## config.mk

```make
export PLATFORM = sky130hd
export DESIGN_NAME = uie_core
export DESIGN_NICKNAME = d
export VERILOG_FILES = /design/src/uie_pkg.sv /design/src/uie_src_if.sv /design/src/uie_irq_enc.sv /design/src/uie_rx_level.sv /design/src/uie_core.sv
export SDC_FILE = /design/constraint.sdc
export NUM_CORES = 1
export LEC_CHECK = 0
export BUFFER_PORTS_ARGS = -buffer_cell sky130_fd_sc_hd__clkbuf_2
export CAP_MARGIN = 20
export CORE_UTILIZATION = 49
export CTS_CLUSTER_SIZE = 10
export DETAILED_ROUTE_END_ITERATION = 7
export GPL_ROUTABILITY_DRIVEN = 1
export PLACE_DENSITY = 0.8
export SETUP_SLACK_MARGIN = 0.15
export SLEW_MARGIN = 20
export SYNTH_ARGS = -nofsm -noshare
export SYNTH_HDL_FRONTEND = slang
export SYNTH_SLANG_ARGS = --single-unit
export TNS_END_PERCENT = 1
```

## constraint.sdc

```tcl
create_clock -name mclk_i -period 2.2 [get_ports mclk_i]
set_input_delay 0.11 -clock mclk_i [delete_from_list [all_inputs] [get_ports mclk_i]]
set_output_delay 0.11 -clock mclk_i [all_outputs]
set_load 0.01 [all_outputs]
```

## src/uie_pkg.sv

```systemverilog
// Package for the UART interrupt enable and receive line status block.
// Assumes an 8-bit register port with 4-bit byte addresses; no other bus.
package uie_pkg;
    localparam logic [3:0] ADDR_INT_ENABLE  = 4'h1;
    localparam logic [3:0] ADDR_INT_STATUS  = 4'h2;
    localparam logic [3:0] ADDR_FIFO_CTRL   = 4'h2;
    localparam logic [3:0] ADDR_LINE_CTRL   = 4'h3;
    localparam logic [3:0] ADDR_LINE_STATUS = 4'h5;
    localparam logic [7:0] LINE_CTRL_ENH    = 8'hBF;
    localparam logic [7:0] RST_INT_ENABLE   = 8'h00;
    localparam logic [7:0] RST_LINE_CTRL    = 8'h00;
    localparam logic [7:0] RST_ENH_CTRL     = 8'h00;
    localparam logic [7:0] RST_FIFO_CTRL    = 8'h00;
    localparam int         IE_RX     = 0;
    localparam int         IE_TX     = 1;
    localparam int         IE_LINE   = 2;
    localparam int         IE_MODEM  = 3;
    localparam int         IE_SLEEP  = 4;
    localparam int         IE_PAUSE  = 5;
    localparam int         IE_RTS    = 6;
    localparam int         IE_CTS    = 7;
    localparam int         EFC_ENH   = 4;
    localparam int         FC_EN     = 0;
    localparam int         LC_DIV    = 7;
    localparam logic [7:0] ISR_NONE  = 8'h01;
    localparam logic [5:0] ISR_LINE  = 6'h06;
    localparam logic [5:0] ISR_RXTO  = 6'h0C;
    localparam logic [5:0] ISR_RXRDY = 6'h04;
    localparam logic [5:0] ISR_TXRDY = 6'h02;
    localparam logic [5:0] ISR_MODEM = 6'h00;
    localparam logic [5:0] ISR_PAUSE = 6'h10;
    localparam logic [5:0] ISR_FLOW  = 6'h20;
endpackage : uie_pkg

```

## src/uie_src_if.sv

```systemverilog
// Interface carrying raw interrupt sources from status logic to the encoder.
// Assumes both ends share mclk_i.
`timescale 1ns/100ps
interface uie_src_if;
    logic [7:0] enable;
    logic       fifo_on;
    logic       line_err;
    logic       rx_tmo;
    logic       rx_rdy;
    logic       tx_rdy;
    logic       modem;
    logic       pause;
    logic       flow;
    modport src (output enable, fifo_on, line_err, rx_tmo, rx_rdy, tx_rdy, modem, pause, flow);
    modport dst (input enable, fifo_on, line_err, rx_tmo, rx_rdy, tx_rdy, modem, pause, flow);
endinterface : uie_src_if

```

## src/uie_irq_enc.sv

```systemverilog
// Interrupt encoder: masks sources by the enable bits and picks the highest.
// Assumes sources are levels, registered by the caller.
`timescale 1ns/100ps
module uie_irq_enc (
    uie_src_if.dst    s,        // Raw sources and enables
    output logic [7:0] isr_o,   // Status value
    output logic       pend_o   // Any enabled source pending
);
    logic [7:0] en;
    assign en = s.enable;
    always_comb begin
        pend_o = 1'b1;
        if (en[uie_pkg::IE_LINE] && s.line_err)
            isr_o = {2'b00, uie_pkg::ISR_LINE};
        else if (en[uie_pkg::IE_RX] && s.rx_tmo)
            isr_o = {2'b00, uie_pkg::ISR_RXTO};
        else if (en[uie_pkg::IE_RX] && s.rx_rdy)
            isr_o = {2'b00, uie_pkg::ISR_RXRDY};
        else if (en[uie_pkg::IE_TX] && s.tx_rdy)
            isr_o = {2'b00, uie_pkg::ISR_TXRDY};
        else if (en[uie_pkg::IE_MODEM] && s.modem)
            isr_o = {2'b00, uie_pkg::ISR_MODEM};
        else if (en[uie_pkg::IE_PAUSE] && s.pause)
            isr_o = {2'b00, uie_pkg::ISR_PAUSE};
        else if (en[uie_pkg::IE_RTS] && s.flow)
            isr_o = {2'b00, uie_pkg::ISR_FLOW};
        else begin
            isr_o  = uie_pkg::ISR_NONE;
            pend_o = 1'b0;
        end
        if (pend_o)
            isr_o[7:6] = {2{s.fifo_on}};
        else
            isr_o[7:6] = {2{s.fifo_on}};
    end
endmodule : uie_irq_enc

```

## src/uie_rx_level.sv

```systemverilog
// Receive trigger comparator: fill at or above trigger level.
// Assumes fill and trigger are in characters, same width.
`timescale 1ns/100ps
module uie_rx_level #(
    parameter int W = 7
) (
    input  wire logic [W-1:0] fill_i,   // Receive FIFO fill
    input  wire logic [W-1:0] trig_i,   // Programmed trigger level
    input  wire logic         fifo_i,   // FIFO mode
    input  wire logic         hold_i,   // Holding register full (non-FIFO)
    output logic              rdy_o     // Receive data ready source
);
    // In FIFO mode raise at trigger, drop below it
    assign rdy_o = fifo_i ? (fill_i >= trig_i) && (fill_i != '0) : hold_i;
endmodule : uie_rx_level

```

## src/uie_core.sv

```systemverilog
// Interrupt enable, status and receive line status logic of one UART channel.
// Assumes a host register port (from an I2C or SPI slave) giving one-cycle
// read/write strobes, and receive/transmit datapath status as synchronous levels.
// How it works
// Enable register masks rx ready, tx empty, line and modem sources
// FIFO mode rx interrupt rises at trigger level, drops below it
// Status shows rx trigger source; both clear below trigger level
// Data ready sets on character into FIFO, clears only when empty
// FIFOs on and enable bits 0..3 clear selects polled mode
// Line status bit 1 flags receive overrun
// Line status bits 2..4 give error of character at holding register
// Line status bit 5 set while transmit holding is empty
// Line status bit 6 set only while transmit FIFO and shift empty
// Line status bit 7 set while any FIFO character has error or break
// Rx ready fires on holding data, or trigger level in FIFO mode
// Tx ready fires on holding empty, or spaces above trigger in FIFO
// Setting tx enable with holding empty raises tx ready at once
// Line interrupt when any of status bits 1,2,3,4,7 set
// Overrun interrupts on reception, not at FIFO output
// Error bits track character at FIFO output
// Line interrupt stays while global error bit is set
// Modem status enable gates modem interrupt, resets disabled
// Sleep enable bit writable only with enhanced enable set
// Pause character interrupt enable needs enhanced enable
// Output flow pin rising interrupt enable needs enhanced enable
// Status bit 0 reads 0 while pending, 1 when none
// Interrupt output active while any enabled source pending
`timescale 1ns/100ps
module uie_core #(
    parameter int FILL_W = 7                 // Fill count width for 64 entries
) (
    input  wire logic              mclk_i,          // Clock
    input  wire logic              rst_i,           // Async reset, high
    input  wire logic [3:0]        addr_i,          // Register address
    input  wire logic              wr_i,            // Write strobe
    input  wire logic              rd_i,            // Read strobe
    input  wire logic [7:0]        wdata_i,         // Write data
    input  wire logic [7:0]        enh_ctrl_i,      // Enhanced feature control value
    input  wire logic [FILL_W-1:0] rx_fill_i,       // Receive FIFO fill
    input  wire logic [FILL_W-1:0] rx_trig_i,       // Receive trigger level
    input  wire logic [FILL_W-1:0] tx_space_i,      // Transmit FIFO free spaces
    input  wire logic [FILL_W-1:0] tx_trig_i,       // Transmit trigger in spaces
    input  wire logic              rx_push_i,       // Character into receive FIFO
    input  wire logic              rx_overrun_i,    // Character lost on reception
    input  wire logic [2:0]        rx_head_err_i,   // Break, framing, parity at output
    input  wire logic              rx_any_err_i,    // Errored character in FIFO
    input  wire logic              rx_timeout_i,    // Receive timeout level
    input  wire logic              tx_hold_empty_i, // Transmit holding empty
    input  wire logic              tx_shift_empty_i,// Transmit shift empty
    input  wire logic              modem_i,         // Modem status change level
    input  wire logic              pause_i,         // Pause character seen level
    input  wire logic              rts_rise_i,      // Flow output rise level
    output logic [7:0]             rdata_o,         // Read data
    output logic                   irq_o,           // Interrupt, high active
    output logic                   polled_o,        // Polled FIFO mode
    output logic                   sleep_en_o,      // Sleep mode enable
    output logic [7:0]             line_status_o    // Line status value
);
    logic [7:0] interrupt_enable_reg;
    logic [7:0] line_control_reg;
    logic       fifo_en_reg;
    logic       rx_ready_reg;
    logic       overrun_reg;
    logic       tx_arm_reg;
    logic [7:0] isr_val;
    logic       pend;
    logic       rx_src;
    logic       enh;
    logic       wr_ie;
    logic       rd_isr;
    logic       rd_lsr;
    logic       tx_src;
    logic       tx_src_q;
    logic [7:0] line_status;
    uie_src_if  srcs ();

    assign enh    = enh_ctrl_i[uie_pkg::EFC_ENH];
    assign wr_ie  = wr_i && addr_i == uie_pkg::ADDR_INT_ENABLE && !line_control_reg[uie_pkg::LC_DIV];
    assign rd_isr = rd_i && addr_i == uie_pkg::ADDR_INT_STATUS && !line_control_reg[uie_pkg::LC_DIV];
    assign rd_lsr = rd_i && addr_i == uie_pkg::ADDR_LINE_STATUS;

    // Upper enable bits keep their value when the enhanced bit is off
    always_ff @(posedge mclk_i or posedge rst_i) begin
        if (rst_i)
            interrupt_enable_reg <= uie_pkg::RST_INT_ENABLE;
        else if (wr_ie) begin
            interrupt_enable_reg[3:0] <= wdata_i[3:0];
            if (enh)
                interrupt_enable_reg[7:4] <= wdata_i[7:4];
        end
    end

    always_ff @(posedge mclk_i or posedge rst_i) begin
        if (rst_i)
            line_control_reg <= uie_pkg::RST_LINE_CTRL;
        else if (wr_i && addr_i == uie_pkg::ADDR_LINE_CTRL)
            line_control_reg <= wdata_i;
    end

    always_ff @(posedge mclk_i or posedge rst_i) begin
        if (rst_i)
            fifo_en_reg <= 1'b0;
        else if (wr_i && addr_i == uie_pkg::ADDR_FIFO_CTRL && line_control_reg != uie_pkg::LINE_CTRL_ENH
                 && !line_control_reg[uie_pkg::LC_DIV])
            fifo_en_reg <= wdata_i[uie_pkg::FC_EN];
    end

    // Data ready: push sets, empty clears; push wins over the clear
    always_ff @(posedge mclk_i or posedge rst_i) begin
        if (rst_i)
            rx_ready_reg <= 1'b0;
        else if (rx_push_i)
            rx_ready_reg <= 1'b1;
        else if (rx_fill_i == '0)
            rx_ready_reg <= 1'b0;
    end

    // Overrun is sticky until the status is read; a new overrun wins
    always_ff @(posedge mclk_i or posedge rst_i) begin
        if (rst_i)
            overrun_reg <= 1'b0;
        else if (rx_overrun_i)
            overrun_reg <= 1'b1;
        else if (rd_lsr)
            overrun_reg <= 1'b0;
    end

    // Starts high so the empty holding register after reset is not an edge
    always_ff @(posedge mclk_i or posedge rst_i) begin
        if (rst_i)
            tx_src_q <= 1'b1;
        else
            tx_src_q <= tx_src;
    end

    // Tx ready is armed when the empty condition appears or on enable write,
    // cleared by reading status; arming on the edge keeps a steady empty
    // holding register from re-raising it after every status read
    always_ff @(posedge mclk_i or posedge rst_i) begin
        if (rst_i)
            tx_arm_reg <= 1'b0;
        else if (wr_ie && wdata_i[uie_pkg::IE_TX] && tx_hold_empty_i)
            tx_arm_reg <= 1'b1;
        else if (tx_src && !tx_src_q)
            tx_arm_reg <= 1'b1;
        else if (rd_isr || wr_i && addr_i == 4'h0 && !line_control_reg[uie_pkg::LC_DIV])
            tx_arm_reg <= 1'b0;
    end

    assign tx_src = fifo_en_reg ? (tx_space_i > tx_trig_i) || tx_shift_empty_i && tx_hold_empty_i
                                : tx_hold_empty_i;

    always_comb begin
        line_status    = 8'h00;
        line_status[0] = rx_ready_reg;
        line_status[1] = overrun_reg;
        line_status[4:2] = rx_head_err_i;
        line_status[5] = tx_hold_empty_i;
        line_status[6] = tx_hold_empty_i && tx_shift_empty_i;
        line_status[7] = rx_any_err_i;
    end

    uie_rx_level #(
        .W      (FILL_W)
    ) u_level (
        .fill_i (rx_fill_i),
        .trig_i (rx_trig_i),
        .fifo_i (fifo_en_reg),
        .hold_i (rx_ready_reg),
        .rdy_o  (rx_src)
    );

    assign srcs.enable   = interrupt_enable_reg;
    assign srcs.fifo_on  = fifo_en_reg;
    assign srcs.line_err = |{line_status[7], line_status[4:1]};
    assign srcs.rx_tmo   = rx_timeout_i && fifo_en_reg;
    assign srcs.rx_rdy   = rx_src;
    assign srcs.tx_rdy   = tx_arm_reg;
    assign srcs.modem    = modem_i;
    assign srcs.pause    = pause_i && enh;
    assign srcs.flow     = rts_rise_i && enh;

    uie_irq_enc u_enc (
        .s      (srcs),
        .isr_o  (isr_val),
        .pend_o (pend)
    );

    always_ff @(posedge mclk_i or posedge rst_i) begin
        if (rst_i)
            irq_o <= 1'b0;
        else
            irq_o <= pend;
    end

    always_ff @(posedge mclk_i or posedge rst_i) begin
        if (rst_i)
            polled_o <= 1'b0;
        else
            polled_o <= fifo_en_reg && interrupt_enable_reg[3:0] == 4'h0;
    end

    always_ff @(posedge mclk_i or posedge rst_i) begin
        if (rst_i) begin
            sleep_en_o    <= 1'b0;
            line_status_o <= 8'h60;
        end else begin
            sleep_en_o    <= interrupt_enable_reg[uie_pkg::IE_SLEEP];
            line_status_o <= line_status;
        end
    end

    // Read data is registered: valid the cycle after the read strobe
    always_ff @(posedge mclk_i or posedge rst_i) begin
        if (rst_i)
            rdata_o <= 8'h00;
        else if (rd_i) begin
            case (addr_i)
                uie_pkg::ADDR_INT_ENABLE:  rdata_o <= interrupt_enable_reg;
                uie_pkg::ADDR_INT_STATUS:  rdata_o <= isr_val;
                uie_pkg::ADDR_LINE_CTRL:   rdata_o <= line_control_reg;
                uie_pkg::ADDR_LINE_STATUS: rdata_o <= line_status;
                default:                   rdata_o <= 8'h00;
            endcase
        end
    end

    a_irq_follows_pend: assert property (@(posedge mclk_i) disable iff (rst_i)
        pend |=> irq_o) else $error("irq not raised after pending source");
    a_none_reads_one: assert property (@(posedge mclk_i) disable iff (rst_i)
        !pend |-> isr_val[0]) else $error("status bit 0 low with nothing pending");
    a_rx_trig_level: assert property (@(posedge mclk_i) disable iff (rst_i)
        fifo_en_reg && rx_fill_i >= rx_trig_i && rx_fill_i != '0 |-> rx_src) else $error("rx trigger missed");
    a_rx_below_drop: assert property (@(posedge mclk_i) disable iff (rst_i)
        fifo_en_reg && rx_fill_i < rx_trig_i |-> !rx_src) else $error("rx source above trigger only");
    a_push_sets_ready: assert property (@(posedge mclk_i) disable iff (rst_i)
        rx_push_i |=> line_status[0]) else $error("data ready not set on push");
    a_overrun_sticks: assert property (@(posedge mclk_i) disable iff (rst_i)
        rx_overrun_i |=> overrun_reg) else $error("overrun not flagged");
    a_tx_enable_kick: assert property (@(posedge mclk_i) disable iff (rst_i)
        wr_ie && wdata_i[1] && tx_hold_empty_i |=> tx_arm_reg) else $error("tx ready not raised");
    a_line_irq_hold: assert property (@(posedge mclk_i) disable iff (rst_i)
        interrupt_enable_reg[2] && rx_any_err_i |=> irq_o) else $error("line irq dropped");
    a_enh_guard_ie: assert property (@(posedge mclk_i) disable iff (rst_i)
        wr_ie && !enh |=> $stable(interrupt_enable_reg[7:4])) else $error("upper enables written");
endmodule : uie_core

```

* Yosys cells after proc, flatten, opt, wreduce, memory -nomap -nowiden
Index checks and enable logic that the tools add are counted.
Word-level totals: output and inout bits 19, logic and storage cells 84, flip-flop bits (word level) 40, bits of input ports 64
Cells by class: reduce and logical (&&, ||, !) cells 40, mux-type cells 24, magnitude comparators 2, equal/unequal tests 5
Operators by type and width (count):
- $mux W6 | 7
- $pmux W8 S4 | 1
- $logic_and A1 B1 Y1 | 27
- $mux W1 | 16
- $eq A4 B2 Y1 const B | 2
- $logic_not A4 Y1 | 2
- $ne A8 B8 Y1 const B | 1
- $ge A7 B7 Y1 | 1
- $gt A7 B7 Y1 | 1
- $logic_not A7 Y1 | 1
- $reduce_bool A7 Y1 | 1
- $reduce_or A5 Y1 | 1
- $eq A4 B1 Y1 const B | 1
- $eq A4 B3 Y1 const B | 1
- $reduce_bool A2 Y1 | 2
- $reduce_bool A3 Y1 | 1
- $logic_not A1 Y1 | 2
- $logic_or A1 B1 Y1 | 2
- $reduce_and A2 Y1 | 1

* Logic depth before layout (Yosys ltp)
Gate-level depths: netlist (run 1).
depth in word-level cells 10, depth in mapped cells 7, gate-level depth less buffers 7

* By module
A second synthesis (run 1) with hierarchy kept.
Second synthesis, totals: cells, all modules 198, area, all modules 2180.8 µm²
Modules (own cells, without submodules):
- uie_core | area an instance 1876.8 µm², times used 1, cells each 155
- uie_rx_level | area an instance 200.2 µm², times used 1, cells each 27
- uie_irq_enc | area an instance 103.8 µm², times used 1, cells each 16

* Least setup slack after synthesis (run 1)
OpenSTA, ideal clock, no wires.
path kind reg-to-reg, start point register overrun_reg, end point register rdata_o[5], cell stages (with the launch flop) 6, clock period less this slack 1.605 ns, required time 2.135 ns, arrival 1.540 ns, path buffers 0, setup slack 0.595 ns, path through dfrtp_1 -> or4_1 -> o21a_1 -> nand3b_4 -> nor3b_2 -> a31o_2
On the way: cells in the longest elaborated chain, start to end 4
RTL lines:
- from (decl) | RTL line uie_core.sv:63 | logic overrun_reg;
- from (signal assigned) | RTL line uie_core.sv:121 | overrun_reg <= 1'b0;
- from (signal assigned) | RTL line uie_core.sv:123 | overrun_reg <= 1'b1;
- from (signal assigned) | RTL line uie_core.sv:125 | overrun_reg <= 1'b0;
- $reduce_or A5 Y1 | RTL line uie_core.sv:175 | assign srcs.line_err = |{line_status[7], line_status[4:1]};
- $logic_and A1 B1 Y1 | RTL line uie_irq_enc.sv:13 | if (en[uie_pkg::IE_LINE] && s.line_err)
- $mux W6 | RTL line uie_irq_enc.sv:13
- $pmux W8 S4 | RTL line uie_core.sv:218 | case (addr_i)
- to (signal assigned) | RTL line uie_core.sv:219 | uie_pkg::ADDR_INT_ENABLE: rdata_o <= interrupt_enable_reg;
- to (signal assigned) | RTL line uie_core.sv:220 | uie_pkg::ADDR_INT_STATUS: rdata_o <= isr_val;
- to (signal assigned) | RTL line uie_core.sv:221 | uie_pkg::ADDR_LINE_CTRL: rdata_o <= line_control_reg;
- to (decl) | RTL line uie_core.sv:53 | output logic [7:0] rdata_o,
No other way between the ends. A chain may end at the register's enable or synchronous reset.

* Final worst setup path (run 1)
start point input port rx_head_err_i[1], end point register rdata_o[0]
On the way: cells in the longest elaborated chain, start to end 4
RTL lines:
- from (decl) | RTL line uie_core.sv:45 | input wire logic [2:0] rx_head_err_i,
- $reduce_or A5 Y1 | RTL line uie_core.sv:175
- $logic_and A1 B1 Y1 | RTL line uie_irq_enc.sv:13
- $mux W6 | RTL line uie_irq_enc.sv:13
- $pmux W8 S4 | RTL line uie_core.sv:218
No other way between the ends.

==> results.cfg, run 1 <==
[yosys]
synth_top_area_share = 0.425
synthCells = 206
synth-main-ff-cell = dfrtp_1
yosysSeqAreaShare = 0.461
yosys-top-cells-area = dfrtp_1 42%, mux2_2 8.3%, ha_1 8.0%
synth_edf_count = 0
postSynthNetCount = 284
synth_cell_type_count = 45
ys_async_sr_fraction = 1.00
syn_area_um2 = 2180
avgSynthCellArea_um2 = 10.6
yosys.area.top_type = dfrtp_1
ys_warn_count = 0
synth-seq-cells = 40

[drt]
routed_wl_mm = 5.08
drt-pass1-iter-count = 4
route.detailed.drc = 0
drt_iter0_drc = 131
vias_per_cell = 5.57
antenna_left = 0
num_vias = 1932
post_drt_wl_per_cell_um = 14.6

[placement]
io_buffers = 75
gp_congestion = 0.914
placed_cells = 332
dpl.hpwl_mm = 3.89

[outcome]
outcome = finished, final reports clean

[die]
coreArea_um2 = 4140
fp.dieW_um = 68.7
start_util = 0.526
io_pins = 83
dieArea_um2 = 4720
die_h_um = 68.7
placementRows = 23

[final_layout]
areaGrowthSynthToFinish_pct = 29.4
final_common_cell = clkbuf_2
drive_gt1_frac = 0.394
layoutNonFillerInstCount = 347
num-nets-final = 374
diodes = 0
layout_common_cells = 75 x clkbuf_2, 37 x dfrtp_1, 29 x inv_1

[setup_path]
worstPathCellList = dlygate4sd3_1, clkbuf_2, or4_1, o21a_1, nand2b_1, a21oi_1, a31o_2
slowest_stage = dlygate4sd3_1
required_ps = 2440
rr_worst_depth = 5
worst-setup-path-type = in2reg
cp-end-kind = flip-flop
r2r-start = overrun_reg
crit_cells = 7
crit_arrival_ps = 2010
startpoint = rx_head_err_i[1]
cp.buffers_inverters = 2
cpLargestDelayFamily = buffers and inverters
cp-start-kind = primary input
critPathMaxFanout = 4
max_stage_delay_ps = 570

[clocking]
cts_buffer_depth = 2
numCtsBuffers = 5
cts_resized = 0
insertion_delay_ps = 300
cts.clk_slew.worst_paths_ps = 80
postCtsHoldBufs = 7
cts.sinks = 40
post_cts_buffers = 0
cts-htree-levels = 2
cts-root-buf = clkbuf_8
cts_tree = yes

[timing]
tns_ps = 0
rsz0062_at_grt = false
min_period_ps = 1760
period_share = 0.802
fmaxAchievable_mhz = 567
finalHoldViolations = 0
fin_worst_skew_ps = 3.81
relSlewSlack = 0.676
setup_viol = 0
drv_slew = 0
tightestPinTransition_ps = 487

[hold_path]
min_path_type = in2reg
min_path_cells = 2
hold_path.startpoint = rx_push_i

[global_route]
grt_max_degree = 41
grt_pass1_wl_mm = 8.31
antenna_found_initial = 0
overflow = 0
grtUsageMet2 = 0.398
track_usage = 0.246
grt_pass1_vias = 1787
met1_usage = 0.330
grt_use_met3 = 0.0493
busiest_layer = met2

[power_and_ir_drop]
power_density_nw_per_um2 = 701
peakVddDrop_mv = 0.386
p_leak_nw = 1.43

[run]
max-cap-violations = 0
## cell type report
cell class              instances  area [um^2]
clock buffers                   5         68.8
clock inverters                 3         46.3
fillers                       327         1320
inverters                      29          109
multi-input cells             134         1050
flip-flops and latches         40         1000
well taps                      50         62.6
repair buffers                 86          475
## layer usage
layer	wire length, um	part of all wire
met1	2270	0.45
met2	2470	0.49
met3	227	0.045
met4	106	0.021
met5	0	0
## through the flow
step	area (um^2)	setup WS [ps]	utilization	hold WS (ps)	power, mW
global route	2820	356	0.681	20.2	2.10
floorplan	2180	595	-	114	1.18
finish	2820	437	0.681	9.93	1.98
detailed placement	2640	494	0.636	235	1.37
CTS	2820	455	0.681	4.13	1.99
global placement	2640	505	0.636	222	1.35
## cell families (layout without fill, tap and decap cells)
| group | Yosys count | count (layout) | share of synthesized area |
|---|---|---|---|
| AOI/OAI and AO/OA | 51 | 51 | 0.168 |
| adders and majority gates | 14 | 14 | 0.0803 |
| buffers and inverters | 32 | 123 | 0.0556 |
| DFF | 40 | 40 | 0.461 |
| muxes | 22 | 22 | 0.110 |
| and+or+nand+nor | 47 | 47 | 0.125 |
## where the power goes
part           internal, mW  switching, mW
sequential            0.840         0.0831
clock                 0.341          0.273
combinational         0.225          0.214
total                  1.41          0.571
## synth_stat cells, drive strengths merged (2+ instances only)
cell     number
a21o          2
a21oi         8
a221oi        2
a22oi         3
a2bb2oi       5
a31o          4
and2          3
clkbuf        2
dfrtp        37
dfstp         3
ha           14
inv          29
mux2         16
mux2i         6
nand2        18
nand3         2
nand3b        2
nand4         2
nor2          3
nor2b         4
nor3          2
nor3b         2
o2111ai       2
o21ai         8
o21bai        2
o221ai        3
o22ai         6
or4           3
## worst paths after layout
| kind | endpoint | slack [ps] |
|---|---|---|
| setup reg to reg | rdata_o[0] | 470 |
| hold reg to reg | sleep_en_o | 410 |
| min in group asynchronous | line_status_o[7] | 460 |
| max in group asynchronous | tx_src_q | 1380 |
| hold / removal | rx_ready_reg | 10 |
| setup / recovery | rdata_o[0] | 440 |
Power figures use the tool's default switching activity.
==> run 2, diff against run 1 <==
--- a/config.mk
+++ b/config.mk
@@ -7,11 +7,11 @@
 export LEC_CHECK = 0
 export BUFFER_PORTS_ARGS = -buffer_cell sky130_fd_sc_hd__clkbuf_2
 export CAP_MARGIN = 20
-export CORE_UTILIZATION = 49
+export CORE_UTILIZATION = 44
 export CTS_CLUSTER_SIZE = 10
 export DETAILED_ROUTE_END_ITERATION = 7
 export GPL_ROUTABILITY_DRIVEN = 1
-export PLACE_DENSITY = 0.8
+export PLACE_DENSITY = 0.76
 export SETUP_SLACK_MARGIN = 0.15
 export SLEW_MARGIN = 20
 export SYNTH_ARGS = -nofsm -noshare
==> constraint.sdc (replaced) <==
create_clock -name mclk_i -period 1.5 [get_ports mclk_i]
set_input_delay 0.075 -clock mclk_i [delete_from_list [all_inputs] [get_ports mclk_i]]
set_output_delay 0.075 -clock mclk_i [all_outputs]
set_load 0.01 [all_outputs]
==> run 2 against run 1 <==
The run now ends with negative setup slack left. Total power increased by 48%. Utilization decreased by 6.0 points. Routed wire length increased by 7.4%. Sequential power increased by 46%. Cell count increased by 8.9%. Via count increased by 0.83%. Sequential cell count unchanged. Die area increased by 11%. First-iteration DRC count increased by 9.2%. Worst setup slack got worse by 530 ps. Global-route usage decreased by 2.0 points. Register-to-register slack got worse by 560 ps. Highest routed layer unchanged.
==> results.cfg, run 2 (synthesized netlist as in run 1, its figures left out) <==
[power_and_ir_drop]
p_seq_frac = 0.462
peakVddDrop_mv = 0.544
p_total_mw = 2.93
p_clk_frac = 0.296
p_int_mw = 2.10
combPwrFrac = 0.243
p_leak_nw = 1.50
switchingPower_mw = 0.831
power_density_nw_per_um2 = 992
swShare = 0.284

[placement]
placed_cells = 363
dpl-instance-area_um2 = 2760
gp_congestion = 0.918
dpl.hpwl_mm = 4.18
io_buffers = 75

[timing]
period_share = 1.06
finalHoldViolations = 0
final.setup.worst_slack_ps = -89.0
rsz0062_at_grt = true
setup_viol = 5
fin_worst_skew_ps = 4.56
drv_slew = 0
min_period_ps = 1590
whs_ps = 14.6
relSlewSlack = 0.623
fmaxAchievable_mhz = 629
tightestPinTransition_ps = 559

[clocking]
cts-htree-levels = 2
cts_tree = yes
cts.sinks = 40
insertion_delay_ps = 300
cts.clk_slew.worst_paths_ps = 80
numCtsBuffers = 5
cts-root-buf = clkbuf_8
cts_buffer_depth = 2

[die]
start_util = 0.459
die_h_um = 72.4
io_pins = 83
coreArea_um2 = 4750
dieArea_um2 = 5240
fp.dieW_um = 72.4
placementRows = 25

[drt]
route.detailed.drc = 0
drt_iter0_drc = 143
drt-pass1-iter-count = 4
num_vias = 1948
post_drt_wl_per_cell_um = 14.4
routed_wl_mm = 5.46
antenna_left = 0
vias_per_cell = 5.15

[global_route]
overflow = 0
track_usage = 0.226
grt_pass1_vias = 1925
antenna_found_initial = 0
grt_pass1_wl_mm = 8.73
grt_max_degree = 41

[final_layout]
layout_common_cells = 75 x clkbuf_2, 37 x dfrtp_1, 29 x inv_1
diodes = 0
drive_gt1_frac = 0.428
num-nets-final = 388
final_area_um2 = 2950
layoutNonFillerInstCount = 378
final_common_cell = clkbuf_2
areaGrowthSynthToFinish_pct = 35.3

[setup_path]
crit_arrival_ps = 1830
cp-start-kind = flip-flop
max_stage_delay_ps = 410
worstPathCellList = or4_4, o21a_1, nand3b_4, nor3b_2, a31o_2
critPathMaxFanout = 4
slowest_stage = or4_4
worst-setup-path-type = reg2reg
required_ps = 1740
cp-end-kind = flip-flop

[hold_path]
min_path_type = in2reg

[outcome]
violations = negative setup slack
outcome = complete, but fails checks

[run]
max-cap-violations = 0
-- run 2: cell count changes in the layout (fill, tap and decap cells not counted), sizes merged --
| cell | before | now |
|---|---|---|
| clkinvlp | 1 | 0 |
| inv | 30 | 29 |
| clkbuf | 80 | 81 |
| buf | 4 | 18 |
| clkinv | 0 | 1 |
-- run 2: worst max-delay path, delay by kind of cell (launching register included) --
kind	cells	cell delay (ps)
AND/OR/NAND/NOR	3	760
AO/OA/AOI/OAI	2	400
flip-flops	1	380
-- run 2: worst paths after layout --
| kind | startpoint | endpoint | slack (ps) | cells after the start |
|---|---|---|---|---|
| min in group asynchronous | rst_i | line_status_o[3] | 420 | 4 |
| hold reg to reg | interrupt_enable_reg[4] | sleep_en_o | 410 | 0 |
| setup reg to reg | overrun_reg | rdata_o[5] | -90 | 5 |
| setup / recovery | overrun_reg | rdata_o[5] | -90 | 5 |
| max in group asynchronous | rst_i | line_status_o[6] | 710 | 4 |
| hold / removal | rx_head_err_i[0] | line_status_o[2] | 10 | 2 |
-- run 2: metrics by stage --
| step | TNS, ps | util | setup WS (ps) |
|---|---|---|---|
| 6_report | -240 | 0.621 | -89.0 |
| 3_3_place_gp | -835 | 0.581 | -159 |
| 2_1_floorplan | -18.3 | - | -18.3 |
| 3_5_place_dp | -910 | 0.581 | -164 |
| 4_1_cts | -201 | 0.620 | -84.7 |
| 5_1_grt | -726 | 0.621 | -142 |
-- run 2: metal layers --
layer,global-route usage,part of all wire
met3,0.0625,0.052
met4,0.0980,0.024
met5,0,0
met1,0.285,0.44
met2,0.363,0.49
-- run 2: timing repair --
item,CTS,global route
buffers inserted,0,0
setup endpoints to repair,15,12
pin swaps,3,1
gates resized for setup,2,2
hold buffers,7,0
hold endpoints to repair,43,0
-- run 2: cell type report --
| class | instances | area, um^2 |
|---|---|---|
| multi-input cells | 134 | 1060 |
| fillers | 409 | 1800 |
| inverters | 29 | 109 |
| well taps | 67 | 83.8 |
| flip-flops and latches | 40 | 1000 |
| clock inverters | 2 | 35.0 |
| clock buffers | 6 | 72.6 |
| repair buffers | 100 | 581 |
-- run 2: power groups by stage --
stage | registers (mW) | logic (mW) | clock network (mW)
after global placement | 1.36 | 0.668 | 0
after detailed placement | 1.37 | 0.684 | 0
after floorplan | 1.35 | 0.388 | 0
after global routing | 1.37 | 0.784 | 0.945
after CTS | 1.35 | 0.709 | 0.880
final | 1.35 | 0.710 | 0.866
